<file path="src/rtl/iel_pkg.sv">
// Shared constants, types and decode helpers for the interrupt enable and latch unit.
package iel_pkg;

   // Core clock and acceptance sequence timing.
   localparam int CLK_PERIOD_NS = 40;
   localparam int ACCEPT_MCYC   = 12;
   localparam int CLKS_PER_MCYC = 4;
   localparam int ACCEPT_CLKS   = ACCEPT_MCYC * CLKS_PER_MCYC;

   // Register indices; the byte address on the bus is four times the index.
   localparam logic [7:0] IDX_EN_TOP   = 8'h2a;
   localparam logic [7:0] IDX_LAT_TOP  = 8'h2b;
   localparam logic [7:0] IDX_EN_MIDL  = 8'h2c;
   localparam logic [7:0] IDX_EN_MIDH  = 8'h2d;
   localparam logic [7:0] IDX_LAT_MIDL = 8'h2e;
   localparam logic [7:0] IDX_LAT_MIDH = 8'h2f;
   localparam logic [7:0] IDX_EN_LOW   = 8'h3a;
   localparam logic [7:0] IDX_EN_HIGH  = 8'h3b;
   localparam logic [7:0] IDX_LAT_LOW  = 8'h3c;
   localparam logic [7:0] IDX_LAT_HIGH = 8'h3d;

   // Bank numbers: each bank holds eight source bits of the 40-bit vectors.
   localparam logic [2:0] BANK_LOW  = 3'h0;
   localparam logic [2:0] BANK_HIGH = 3'h1;
   localparam logic [2:0] BANK_MIDL = 3'h2;
   localparam logic [2:0] BANK_MIDH = 3'h3;
   localparam logic [2:0] BANK_TOP  = 3'h4;

   // Implemented source bits, field positions and reset values.
   localparam logic [39:0] EN_MASK      = 40'h5f05551548;
   localparam logic [39:0] LAT_MASK     = 40'h5f0555154c;
   localparam logic [39:0] EN_RESET     = 40'h0000000000;
   localparam logic [39:0] LAT_RESET    = 40'h0000000000;
   localparam logic        IMF_RESET    = 1'b0;
   localparam int          IMF_BIT      = 0;
   localparam int          PNMI_LAT_BIT = 2;
   localparam logic [5:0]  PNMI_EXT_ID  = 6'h00;
   localparam logic [5:0]  PNMI_LAT_ID  = 6'h02;
   localparam logic [7:0]  LOW_OTHER_LAT = 8'h48;

   // Nesting counter width, reset value and write commands.
   localparam int         NEST_W     = 4;
   localparam logic [3:0] NEST_RESET = 4'h0;
   localparam logic [3:0] NEST_SAT   = 4'h3;
   localparam logic [1:0] NEST_CLR   = 2'b01;
   localparam logic [1:0] NEST_DEC   = 2'b10;

   // Bus answer phase.
   typedef enum logic [0:0] {
      APB_IDLE = 1'b0,
      APB_ANS  = 1'b1
   } iel_apb_t;

   // Decoded register select.
   typedef struct packed {
      logic       hit;
      logic       is_lat;
      logic [2:0] bank;
   } iel_sel_t;

   // Whole state of the top module.
   typedef struct packed {
      logic [39:0] en;
      logic [39:0] lat;
      logic        master_irq_enable;
      logic        push_imf;
      logic        req;
      logic        pnmi;
      logic [5:0]  id;
      iel_apb_t    ph;
      logic        pready;
      logic        pslverr;
      logic [31:0] prdata;
   } iel_state_t;

   // Maps a byte address to a register, misaligned and stray addresses miss.
   function automatic iel_sel_t iel_decode(input logic [11:0] a);
      iel_sel_t s;
      s = '{hit: 1'b1, is_lat: 1'b0, bank: BANK_LOW};
      if (a[1:0] != 2'h0 || a[11:10] != 2'h0) begin
         s.hit = 1'b0;
      end
      unique case (a[9:2])
         IDX_EN_LOW:   s.bank = BANK_LOW;
         IDX_EN_HIGH:  s.bank = BANK_HIGH;
         IDX_EN_MIDL:  s.bank = BANK_MIDL;
         IDX_EN_MIDH:  s.bank = BANK_MIDH;
         IDX_EN_TOP:   s.bank = BANK_TOP;
         IDX_LAT_LOW:  s = '{hit: s.hit, is_lat: 1'b1, bank: BANK_LOW};
         IDX_LAT_HIGH: s = '{hit: s.hit, is_lat: 1'b1, bank: BANK_HIGH};
         IDX_LAT_MIDL: s = '{hit: s.hit, is_lat: 1'b1, bank: BANK_MIDL};
         IDX_LAT_MIDH: s = '{hit: s.hit, is_lat: 1'b1, bank: BANK_MIDH};
         IDX_LAT_TOP:  s = '{hit: s.hit, is_lat: 1'b1, bank: BANK_TOP};
         default:      s.hit = 1'b0;
      endcase
      return s;
   endfunction : iel_decode

   // Places one byte into its bank of a 40-bit vector.
   function automatic logic [39:0] iel_lane(input logic [2:0] b, input logic [7:0] d);
      return {32'h00000000, d} << {b, 3'b000};
   endfunction : iel_lane

endpackage : iel_pkg

</file>
<file path="src/rtl/iel_nest.sv">
// Interrupt nesting counter and its two-bit level flag.
`timescale 1ns/1ps
`default_nettype none
module iel_nest (
   // Clock and reset.
   input  wire logic       i_clk,
   input  wire logic       i_rstn,
   // Counter controls.
   input  wire logic       i_inc,
   input  wire logic       i_dec,
   input  wire logic       i_clr,
   // Level flag.
   output logic [1:0]      o_flag
);

   typedef struct packed {
      logic [iel_pkg::NEST_W-1:0] cnt;
      logic [1:0]                 flag;
   } iel_nest_t;

   iel_nest_t s_reg;
   iel_nest_t s_next;

   // Clear wins; below zero the counter simply wraps, nothing flags it.
   always_comb begin
      s_next = s_reg;
      if (i_clr) begin
         s_next.cnt = iel_pkg::NEST_RESET;
      end else if (i_inc && !i_dec) begin
         s_next.cnt = s_reg.cnt + 4'h1;
      end else if (i_dec && !i_inc) begin
         s_next.cnt = s_reg.cnt - 4'h1;
      end
      s_next.flag = (s_next.cnt >= iel_pkg::NEST_SAT) ? 2'h3 : s_next.cnt[1:0];
   end

   // State register.
   always_ff @(posedge i_clk or negedge i_rstn) begin
      if (!i_rstn) begin
         s_reg <= '0;
      end else begin
         s_reg <= s_next;
      end
   end

   assign o_flag = s_reg.flag;
endmodule : iel_nest
`default_nettype wire

</file>
<file path="src/rtl/iel_seq.sv">
// Acceptance sequence timer: busy for the whole twelve machine cycle sequence.
`timescale 1ns/1ps
`default_nettype none
module iel_seq (
   // Clock and reset.
   input  wire logic i_clk,
   input  wire logic i_rstn,
   // Sequence start and busy flag.
   input  wire logic i_start,
   output logic      o_busy
);

   typedef struct packed {
      logic       busy;
      logic [5:0] cnt;
   } iel_seq_t;

   iel_seq_t s_reg;
   iel_seq_t s_next;

   // A start while busy is ignored so that a sequence is never cut short.
   always_comb begin
      s_next = s_reg;
      if (i_start && !s_reg.busy) begin
         s_next.busy = 1'b1;
         s_next.cnt  = 6'(iel_pkg::ACCEPT_CLKS - 1);
      end else if (s_reg.busy) begin
         s_next.busy = (s_reg.cnt != 6'h00);
         s_next.cnt  = s_reg.cnt - 6'h01;
      end
   end

   // State register.
   always_ff @(posedge i_clk or negedge i_rstn) begin
      if (!i_rstn) begin
         s_reg <= '0;
      end else begin
         s_reg <= s_next;
      end
   end

   assign o_busy = s_reg.busy;

   localparam int A_HOLD = iel_pkg::ACCEPT_CLKS - 1;
endmodule : iel_seq
`default_nettype wire

</file>
<file path="src/rtl/iel_unit.sv">
// Interrupt enable and latch unit with its bus slave and core handshake.
//
// Operation
// - Pseudo non-maskable requests ignore all enable bits.
// - Enable registers at their five addresses, read/write.
// - Master enable zero blocks every maskable request.
// - Maskable needs master and own enable set.
// - Acceptance pushes master enable, then clears it.
// - Maskable return sets master enable.
// - Pending request taken right after maskable return.
// - Non-maskable return restores the stacked master enable.
// - Master enable is bit 0, resets zero.
// - Source enables gate their source, reset zero.
// - Latch reads pending; write 0 clears, 1 nothing.
// - Source 2 latch not clearable alone.
// - Nesting flag shows service depth.
// - Nesting write 01 clears, 10 counts down.
// - No underflow detection on the nesting counter.
// - Nesting counter counts acceptances minus returns.
// - Source event sets latch, acceptance clears it.
// - Acceptance sequence lasts twelve machine cycles.
`timescale 1ns/1ps
`default_nettype none
module iel_unit (
   // Clock and reset.
   input  wire logic        I_CORE_CLK,
   input  wire logic        I_RSTN,

   // APB slave.
   input  wire logic        I_PSEL,
   input  wire logic        I_PENABLE,
   input  wire logic        I_PWRITE,
   input  wire logic [11:0] I_PADDR,
   input  wire logic [31:0] I_PWDATA,
   input  wire logic [3:0]  I_PSTRB,
   output logic             O_PREADY,
   output logic [31:0]      O_PRDATA,
   output logic             O_PSLVERR,

   // Interrupt sources.
   input  wire logic [39:0] I_IRQ_SRC,
   input  wire logic        I_PNMI_REQ,

   // Core sequencer events.
   input  wire logic        I_ACCEPT,
   input  wire logic        I_MASKABLE_RETURN_INSTR,
   input  wire logic        I_NMI_RETURN_INSTR,
   input  wire logic        I_RET_IMF,
   input  wire logic        I_EI,
   input  wire logic        I_DI,

   // Request and status towards the core.
   output logic             O_IRQ_REQ,
   output logic [5:0]       O_IRQ_ID,
   output logic             O_IRQ_PNMI,
   output logic             O_PUSH_IMF,
   output logic             O_SEQ_BUSY,
   output logic             O_IMF,
   output logic [1:0]       O_NEST_FLAG
);

   iel_pkg::iel_state_t s_reg;
   iel_pkg::iel_state_t s_next;

   iel_pkg::iel_sel_t   sel;

   logic        seq_busy;
   logic [1:0]  nest_flag;
   logic        accept_ok;
   logic        bus_done;
   logic        wr;
   logic        wr_lat0;
   logic        nest_inc;
   logic        nest_dec;
   logic        nest_clr;
   logic [39:0] set_vec;
   logic [39:0] clr_vec;
   logic [39:0] bank_mask;
   logic [39:0] lane;
   logic [39:0] pend;
   logic [39:0] rd_vec;

   // Lowest set bit wins, so pseudo non-maskable sources come first.
   function automatic logic [5:0] lowest(input logic [39:0] p);
      logic [5:0] r;
      r = 6'h00;
      for (int i = 39; i >= 0; i--) begin
         if (p[i]) begin
            r = 6'(i);
         end
      end
      return r;
   endfunction : lowest

   // Address decode and bus qualifiers.
   assign sel       = iel_pkg::iel_decode(I_PADDR);
   assign bus_done  = I_PSEL && I_PENABLE && (s_reg.ph == iel_pkg::APB_ANS);
   assign wr        = bus_done && I_PWRITE && sel.hit && I_PSTRB[0];
   assign wr_lat0   = wr && sel.is_lat && (sel.bank == iel_pkg::BANK_LOW);
   assign accept_ok = I_ACCEPT && s_reg.req && !seq_busy;
   assign lane      = iel_pkg::iel_lane(sel.bank, I_PWDATA[7:0]);
   assign bank_mask = iel_pkg::iel_lane(sel.bank, 8'hff);
   assign set_vec   = I_IRQ_SRC & iel_pkg::LAT_MASK;

   // Nesting counter controls; a return from either kind counts down.
   assign nest_inc = accept_ok;
   assign nest_clr = wr_lat0 && (I_PWDATA[1:0] == iel_pkg::NEST_CLR);
   assign nest_dec = I_MASKABLE_RETURN_INSTR || I_NMI_RETURN_INSTR || (wr_lat0 && (I_PWDATA[1:0] == iel_pkg::NEST_DEC));

   // Next state: latches, enables, master enable, request and bus answer.
   always_comb begin
      s_next  = s_reg;
      clr_vec = 40'h0000000000;
      pend    = 40'h0000000000;
      rd_vec  = 40'h0000000000;

      // Software clears only where it writes zero to a real latch.
      if (wr && sel.is_lat) begin
         clr_vec = ~lane & bank_mask & iel_pkg::LAT_MASK;
         if ((clr_vec & ~(40'h0000000001 << iel_pkg::PNMI_LAT_BIT)) == 40'h0000000000) begin
            clr_vec[iel_pkg::PNMI_LAT_BIT] = 1'b0;
         end
      end

      // The accepted source gives up its latch; the external pseudo request has none.
      if (accept_ok && s_reg.id != iel_pkg::PNMI_EXT_ID) begin
         clr_vec[s_reg.id] = 1'b1;
      end

      // A source event in the same cycle as a clear keeps the latch set.
      s_next.lat = (s_reg.lat & ~clr_vec) | set_vec;

      // Enable writes; bit 0 of the low bank is the master enable.
      if (wr && !sel.is_lat) begin
         s_next.en = (s_reg.en & ~bank_mask) | (lane & bank_mask & iel_pkg::EN_MASK);
         if (sel.bank == iel_pkg::BANK_LOW) begin
            s_next.master_irq_enable = I_PWDATA[iel_pkg::IMF_BIT];
         end
      end

      // Core instructions override a bus write landing in the same cycle.
      if (I_EI) begin
         s_next.master_irq_enable = 1'b1;
      end else if (I_DI) begin
         s_next.master_irq_enable = 1'b0;
      end

      // Returns restore the master enable.
      if (I_MASKABLE_RETURN_INSTR) begin
         s_next.master_irq_enable = 1'b1;
      end else if (I_NMI_RETURN_INSTR) begin
         s_next.master_irq_enable = I_RET_IMF;
      end

      // Acceptance stacks the old value first, then masks.
      if (accept_ok) begin
         s_next.push_imf = s_reg.master_irq_enable;
         s_next.master_irq_enable      = 1'b0;
      end

      // Acceptable requests are judged on the next state, so a return opens the gate at once.
      pend = s_next.lat & s_next.en & iel_pkg::EN_MASK & {40{s_next.master_irq_enable}};
      pend[iel_pkg::PNMI_LAT_BIT] = s_next.lat[iel_pkg::PNMI_LAT_BIT];
      pend[0] = I_PNMI_REQ;

      s_next.req  = (pend != 40'h0000000000) && !seq_busy && !I_ACCEPT;
      s_next.id   = lowest(pend);
      s_next.pnmi = (s_next.id == iel_pkg::PNMI_EXT_ID) || (s_next.id == iel_pkg::PNMI_LAT_ID);

      // Read view: master enable and nesting flag fill the spare low bits.
      if (sel.is_lat) begin
         rd_vec = s_reg.lat | {38'h0000000000, nest_flag};
      end else begin
         rd_vec = s_reg.en | {39'h0000000000, s_reg.master_irq_enable};
      end
      rd_vec = rd_vec >> {sel.bank, 3'b000};

      // One wait state: data is sampled at the first access edge, written at the last edge.
      unique case (s_reg.ph)
         iel_pkg::APB_IDLE: begin
            if (I_PSEL && I_PENABLE) begin
               s_next.ph      = iel_pkg::APB_ANS;
               s_next.pready  = 1'b1;
               s_next.pslverr = !sel.hit;
               s_next.prdata  = sel.hit ? {24'h000000, rd_vec[7:0]} : 32'h00000000;
            end
         end
         iel_pkg::APB_ANS: begin
            s_next.ph      = iel_pkg::APB_IDLE;
            s_next.pready  = 1'b0;
            s_next.pslverr = 1'b0;
         end
      endcase
   end

   // State register; reset leaves every enable and latch cleared.
   always_ff @(posedge I_CORE_CLK or negedge I_RSTN) begin
      if (!I_RSTN) begin
         s_reg          <= '0;
         s_reg.en       <= iel_pkg::EN_RESET;
         s_reg.lat      <= iel_pkg::LAT_RESET;
         s_reg.master_irq_enable      <= iel_pkg::IMF_RESET;
         s_reg.ph       <= iel_pkg::APB_IDLE;
      end else begin
         s_reg <= s_next;
      end
   end

   // Acceptance sequence timer.
   iel_seq u_seq (
      .i_clk   (I_CORE_CLK),
      .i_rstn  (I_RSTN),
      .i_start (accept_ok),
      .o_busy  (seq_busy)
   );

   // Nesting counter.
   iel_nest u_nest (
      .i_clk  (I_CORE_CLK),
      .i_rstn (I_RSTN),
      .i_inc  (nest_inc),
      .i_dec  (nest_dec),
      .i_clr  (nest_clr),
      .o_flag (nest_flag)
   );

   // Outputs straight from the state flops.
   assign O_PREADY    = s_reg.pready;
   assign O_PRDATA    = s_reg.prdata;
   assign O_PSLVERR   = s_reg.pslverr;
   assign O_IRQ_REQ   = s_reg.req;
   assign O_IRQ_ID    = s_reg.id;
   assign O_IRQ_PNMI  = s_reg.pnmi;
   assign O_PUSH_IMF  = s_reg.push_imf;
   assign O_SEQ_BUSY  = seq_busy;
   assign O_IMF       = s_reg.master_irq_enable;
   assign O_NEST_FLAG = nest_flag;
endmodule : iel_unit
`default_nettype wire

</file>
<file path="config.mk">
export PLATFORM = sky130hd
export DESIGN_NAME = iel_unit
export DESIGN_NICKNAME = d
export VERILOG_FILES = /design/src/rtl/iel_pkg.sv /design/src/rtl/iel_nest.sv /design/src/rtl/iel_seq.sv /design/src/rtl/iel_unit.sv
export SDC_FILE = /design/constraint.sdc
export NUM_CORES = 1
export LEC_CHECK = 0
export BUFFER_PORTS_ARGS = -buffer_cell sky130_fd_sc_hd__buf_2
export CORE_MARGIN = 2
export CORE_UTILIZATION = 55
export DETAILED_ROUTE_END_ITERATION = 8
export PLACE_DENSITY = 0.89
export SLEW_MARGIN = 20
export SYNTH_ARGS = -nofsm -noshare
export SYNTH_HDL_FRONTEND = slang
export SYNTH_SLANG_ARGS = --single-unit
</file>
<file path="constraint.sdc">
create_clock -name I_CORE_CLK -period 3.7 [get_ports I_CORE_CLK]
set_input_delay 0.74 -clock I_CORE_CLK [delete_from_list [all_inputs] [get_ports I_CORE_CLK]]
set_output_delay 0.74 -clock I_CORE_CLK [all_outputs]
set_load 0.01 [all_outputs]
</file>
; After elaboration in Yosys (flattened, before gate mapping)
; Index checks and enable logic that the tools add are counted.
[totals]
elab_cells = 165
regBits = 138
out_inout_bits = 47
[classes]
n_shift = 3
n_reduce_logical = 45
addsub = 3
mux = 67
n_bitwise = 15
eq_ne = 14
n_lt_le_gt_ge = 3
[op_table]
columns = operator, n
row1 = $mux W6, 40
row2 = $mux W40, 3
row3 = $and A39 B39 Y39, 3
row4 = $and A40 B40 Y40, 2
row5 = $eq A8 B6 Y1 const B, 10
row6 = $not A40 Y40, 2
row7 = $or A40 B39 Y40, 2
row8 = $and A39 B40 Y40, 1
row9 = $logic_not A40 Y1, 1
row10 = $or A40 B1 Y40, 1
row11 = $or A40 B2 Y40, 1
row12 = $or A40 B40 Y40, 1
row13 = $reduce_bool A40 Y1, 1
row14 = $shl A8 B6 Y40 const A, 1
row15 = $shr A40 B6 Y8, 1
row16 = $mux W39, 1
row17 = $not A39 Y39, 1
row18 = $shl A8 B6 Y39, 1
row19 = $mux W35, 1
row20 = $logic_and A1 B1 Y1, 19
row21 = $mux W7, 2
row22 = $mux W4, 3
row23 = $pmux W3 S4, 1
row24 = $reduce_bool A6 Y1, 2
row25 = 25 further kinds, 49

; Longest topological paths before layout
[logic_depth]
depth_word = 58
mapped_depth = 10

; Modules after synthesis
; A second synthesis with hierarchy kept.
[hier_totals]
cells_unflattened = 679
area_unflattened_um2 = 6480.0
[modules_own_cells]
columns = module, cells_per_inst, area_per_inst_um2, instances
row1 = iel_unit, 609, 5743.0, 1
row2 = iel_nest, 37, 379.1, 1
row3 = iel_seq, 33, 357.8, 1

; Worst setup path before layout
; OpenSTA, ideal clock, no wires.
[synth_timing]
path_kind = input-to-reg
startpoint = input port I_PADDR[1]
endpoint = register s_reg, in the netlist O_IRQ_PNMI
required_time_ns = 3.580
t_arrival_ns = 3.402
stages = 10
path_slack_ns = 0.178
setup_ns = 0.120
path_cell_list = or4_4 > or4_4 > buf_6 > nor2_8 > buf_12 > mux2i_1 > o2bb2ai_1 > or4b_1 > a211o_1 > o211a_1
[synth_lines]
columns = item, line_no
row1 = "start, declared", iel_unit.sv:33  ; input wire logic [11:0] I_PADDR,
row2 = "end signal, assigned", iel_unit.sv:205  ; s_reg <= s_next;
row3 = "end, declared", iel_unit.sv:62  ; iel_pkg::iel_state_t s_reg;

==> results.yml <==
clock_tree:
  cts-root-buf: "clkbuf_16"
  cts_buffer_depth: 2
  hold_buffers: 0
  path_clk_slew_ps: 50
  htree_num_levels: 4
  post_cts_buffers: 0
  cts.sink_count: 114
  cts_resized: 0
  cts_tree: "yes"
  numCtsBuffers: 17
  clk_latency_ps: 430
flow_run:
  maxCapViolations: 0
worst_setup_path:
  required_ps: 4070
  critPathKind: "input port to register"
  cp_max_fo: 9
  end_kind: "register"
  critPathArrivalTime_ps: 3660
  startpoint_type: "input port"
global_routing:
  grt.total_usage_pct: 31.6
  grt-ovfl-total: 0
  grt_max_degree: 59
  grt_pass1_vias: 6012
  antenna_found_initial: 0
  grt_pass1_wl_um: 31300
yosys:
  synthXorXnorAreaFrac_pct: 0.782
  synth_cells: 719
  netlist_area_um2: 6720
  synth_top_family_by_area: "simple AND/OR/NAND/NOR gates"
  ys_ff_latch: 114
  ys_types: 85
  synthSimpleGateAreaFrac_pct: 22.3
  synth_edf_count: 0
  synth_ff_type: "dfrtp_1"
  yosysSeqAreaShare_pct: 42.5
  synthArstFlopShare_pct: 100
  synth-compound-area-share_pct: 20.7
  syn_area_per_cell_um2: 9.35
  synthMuxAreaShare_pct: 5.03
  yosysWarnings: 0
  synthAdderAreaFrac_pct: 0.559
routing:
  drt-vias-per-instance: 6.38
  drt-initial-drc-count: 755
  routed_wl_um: 19900
  wl_per_cell_um: 20.6
  remaining_drc_errors: 0
  route.vias.total: 6147
  antenna_left: 0
  firstDrtPassIters: 5
finish:
  stdcell_area_um2: 7870
  antenna_cells: 0
  layout_commonest_cell: "dfrtp_1"
  layout_common_cells: "dfrtp_1, nand2_1, buf_2"
  fillers: 947
  drive_gt1_share_pct: 22.8
  fin_nets: 907
  syn_to_final_growth_pct: 17.2
sta:
  finalCriticalPeriod_ps: 3290
  maxSlewViolCount: 0
  timing.final.crit_share_pct: 89.0
  hold_viol: 0
  skew_ps: 4.54
  finalSetupTns_ps: 0
  rsz0062_at_grt: "no"
  setup_viol: 0
  relSlewSlack_pct: 49.9
  tightest_slew_ps: 751
  clock.fmax_ghz: 0.304
die:
  rows: 40
  die_h_um: 115
  initial_core_util_pct: 56.2
  fp.dieW_um: 115
  core-area_um2: 12000
  design.die.area_um2: 13100
  ios: 147
power_and_ir_drop:
  leakage_nw: 3.61
  ir_worst_vdd_mv: 0.387
  power.density_nw_per_um2: 451
placed_design:
  placed_area_um2: 7270
  dp_hpwl_um: 14300
  gp_congestion: 0.976
  portBuffers: 71
worst_hold_path:
  hp-class: "input port to async pin"
run_status:
  outcome: "completed"
worst max-delay path, cell delays in order:
cell and delay, ps:
buf_2 110, or4_4 560, or4_4 550, buf_4 190, nor4_4 240, buf_4 240
o211ai_1 180, and4_1 250, and2_1 180, a41oi_1 250, o211a_1 170
synth_stat cells, drive strengths merged, types with 11 or more instances:
cell type  instances  area share, %
dfrtp            114             42
nand2             81            4.5
buf               51            5.5
nor2              40            2.5
o21ai             32            2.4
a21oi             30            2.2
clkbuf            26            1.5
inv               20            1.1
nand3             19            1.4
mux2i             18            2.7
o21a              18            2.0
and2              17            1.6
nand2b            14            1.3
nor2b             14            1.3
a211oi            13            1.5
mux2              12            2.0
nor3              12           0.89
o22ai             12            1.1
o21bai            11            1.2
logic make-up after synthesis:
family,Yosys count
DFF,114
adders and majority gates,3
AOI/OAI and AO/OA,194
and+or+nand+nor,273
xor gates and xnor gates,6
muxes,31
other,1
buffers and inverters,97
layer usage:
layer	vias up	global-route usage, %	routed length [um]
met1	2926	39.3	7690
met2	390	49.7	9320
met3	89	9.16	1910
met5	-	0	0
li1	2742	-	-
met4	0	17.2	985
cell type report:
type | instances | area, um^2 | area share (%)
clock inverter | 9 | 103 | 1.30
clock buffer | 23 | 498 | 6.32
multi-input combinational | 531 | 3410 | 43.3
sequential | 114 | 2850 | 36.2
tap | 147 | 184 | 2.34
timing repair buffer | 120 | 751 | 9.53
inverter | 20 | 75.1 | 0.953
where the power goes:
part	switching, mW	internal, mW	leakage (nW)	total (mW)
Clock	0.597	1.07	0.291	1.67
Sequential	0.0858	1.33	1.43	1.42
Combinational	0.273	0.187	1.89	0.460
final timing paths:
kind / startpoint / to / slack [ps] / cells after the start
max: I_PADDR[1] / O_IRQ_PNMI$_DFF_PN0_ / 410 / 11
min: I_RSTN / u_nest.s_reg[4]$_DFF_PN0_ / 360 / 1
max reg2reg: O_IRQ_ID[2]$_DFF_PN0_ / O_IRQ_PNMI$_DFF_PN0_ / 550 / 9
min reg2reg: s_reg[45]$_DFF_PN0_ / s_reg[45]$_DFF_PN0_ / 380 / 0
max in group asynchronous: I_RSTN / s_reg[68]$_DFF_PN0_ / 2560 / 2
min in group I_CORE_CLK: s_reg[45]$_DFF_PN0_ / s_reg[45]$_DFF_PN0_ / 380 / 0
stage by stage:
step | power (mW) | setup WS (ps) | hold slack, ps | std cells | utilization, %
4_1_cts | 3.54 | 446 | 381 | 964 | 65.8
2_1_floorplan | 1.73 | 178 | 430 | 742 | -
3_5_place_dp | 1.89 | 23.8 | 367 | 932 | 60.8
5_1_grt | 3.68 | 274 | 401 | 964 | 65.8
6_report | 3.55 | 409 | 359 | 964 | 65.8
3_3_place_gp | 1.86 | 84.1 | 368 | 932 | 60.8
Power figures use the tool's default switching activity.
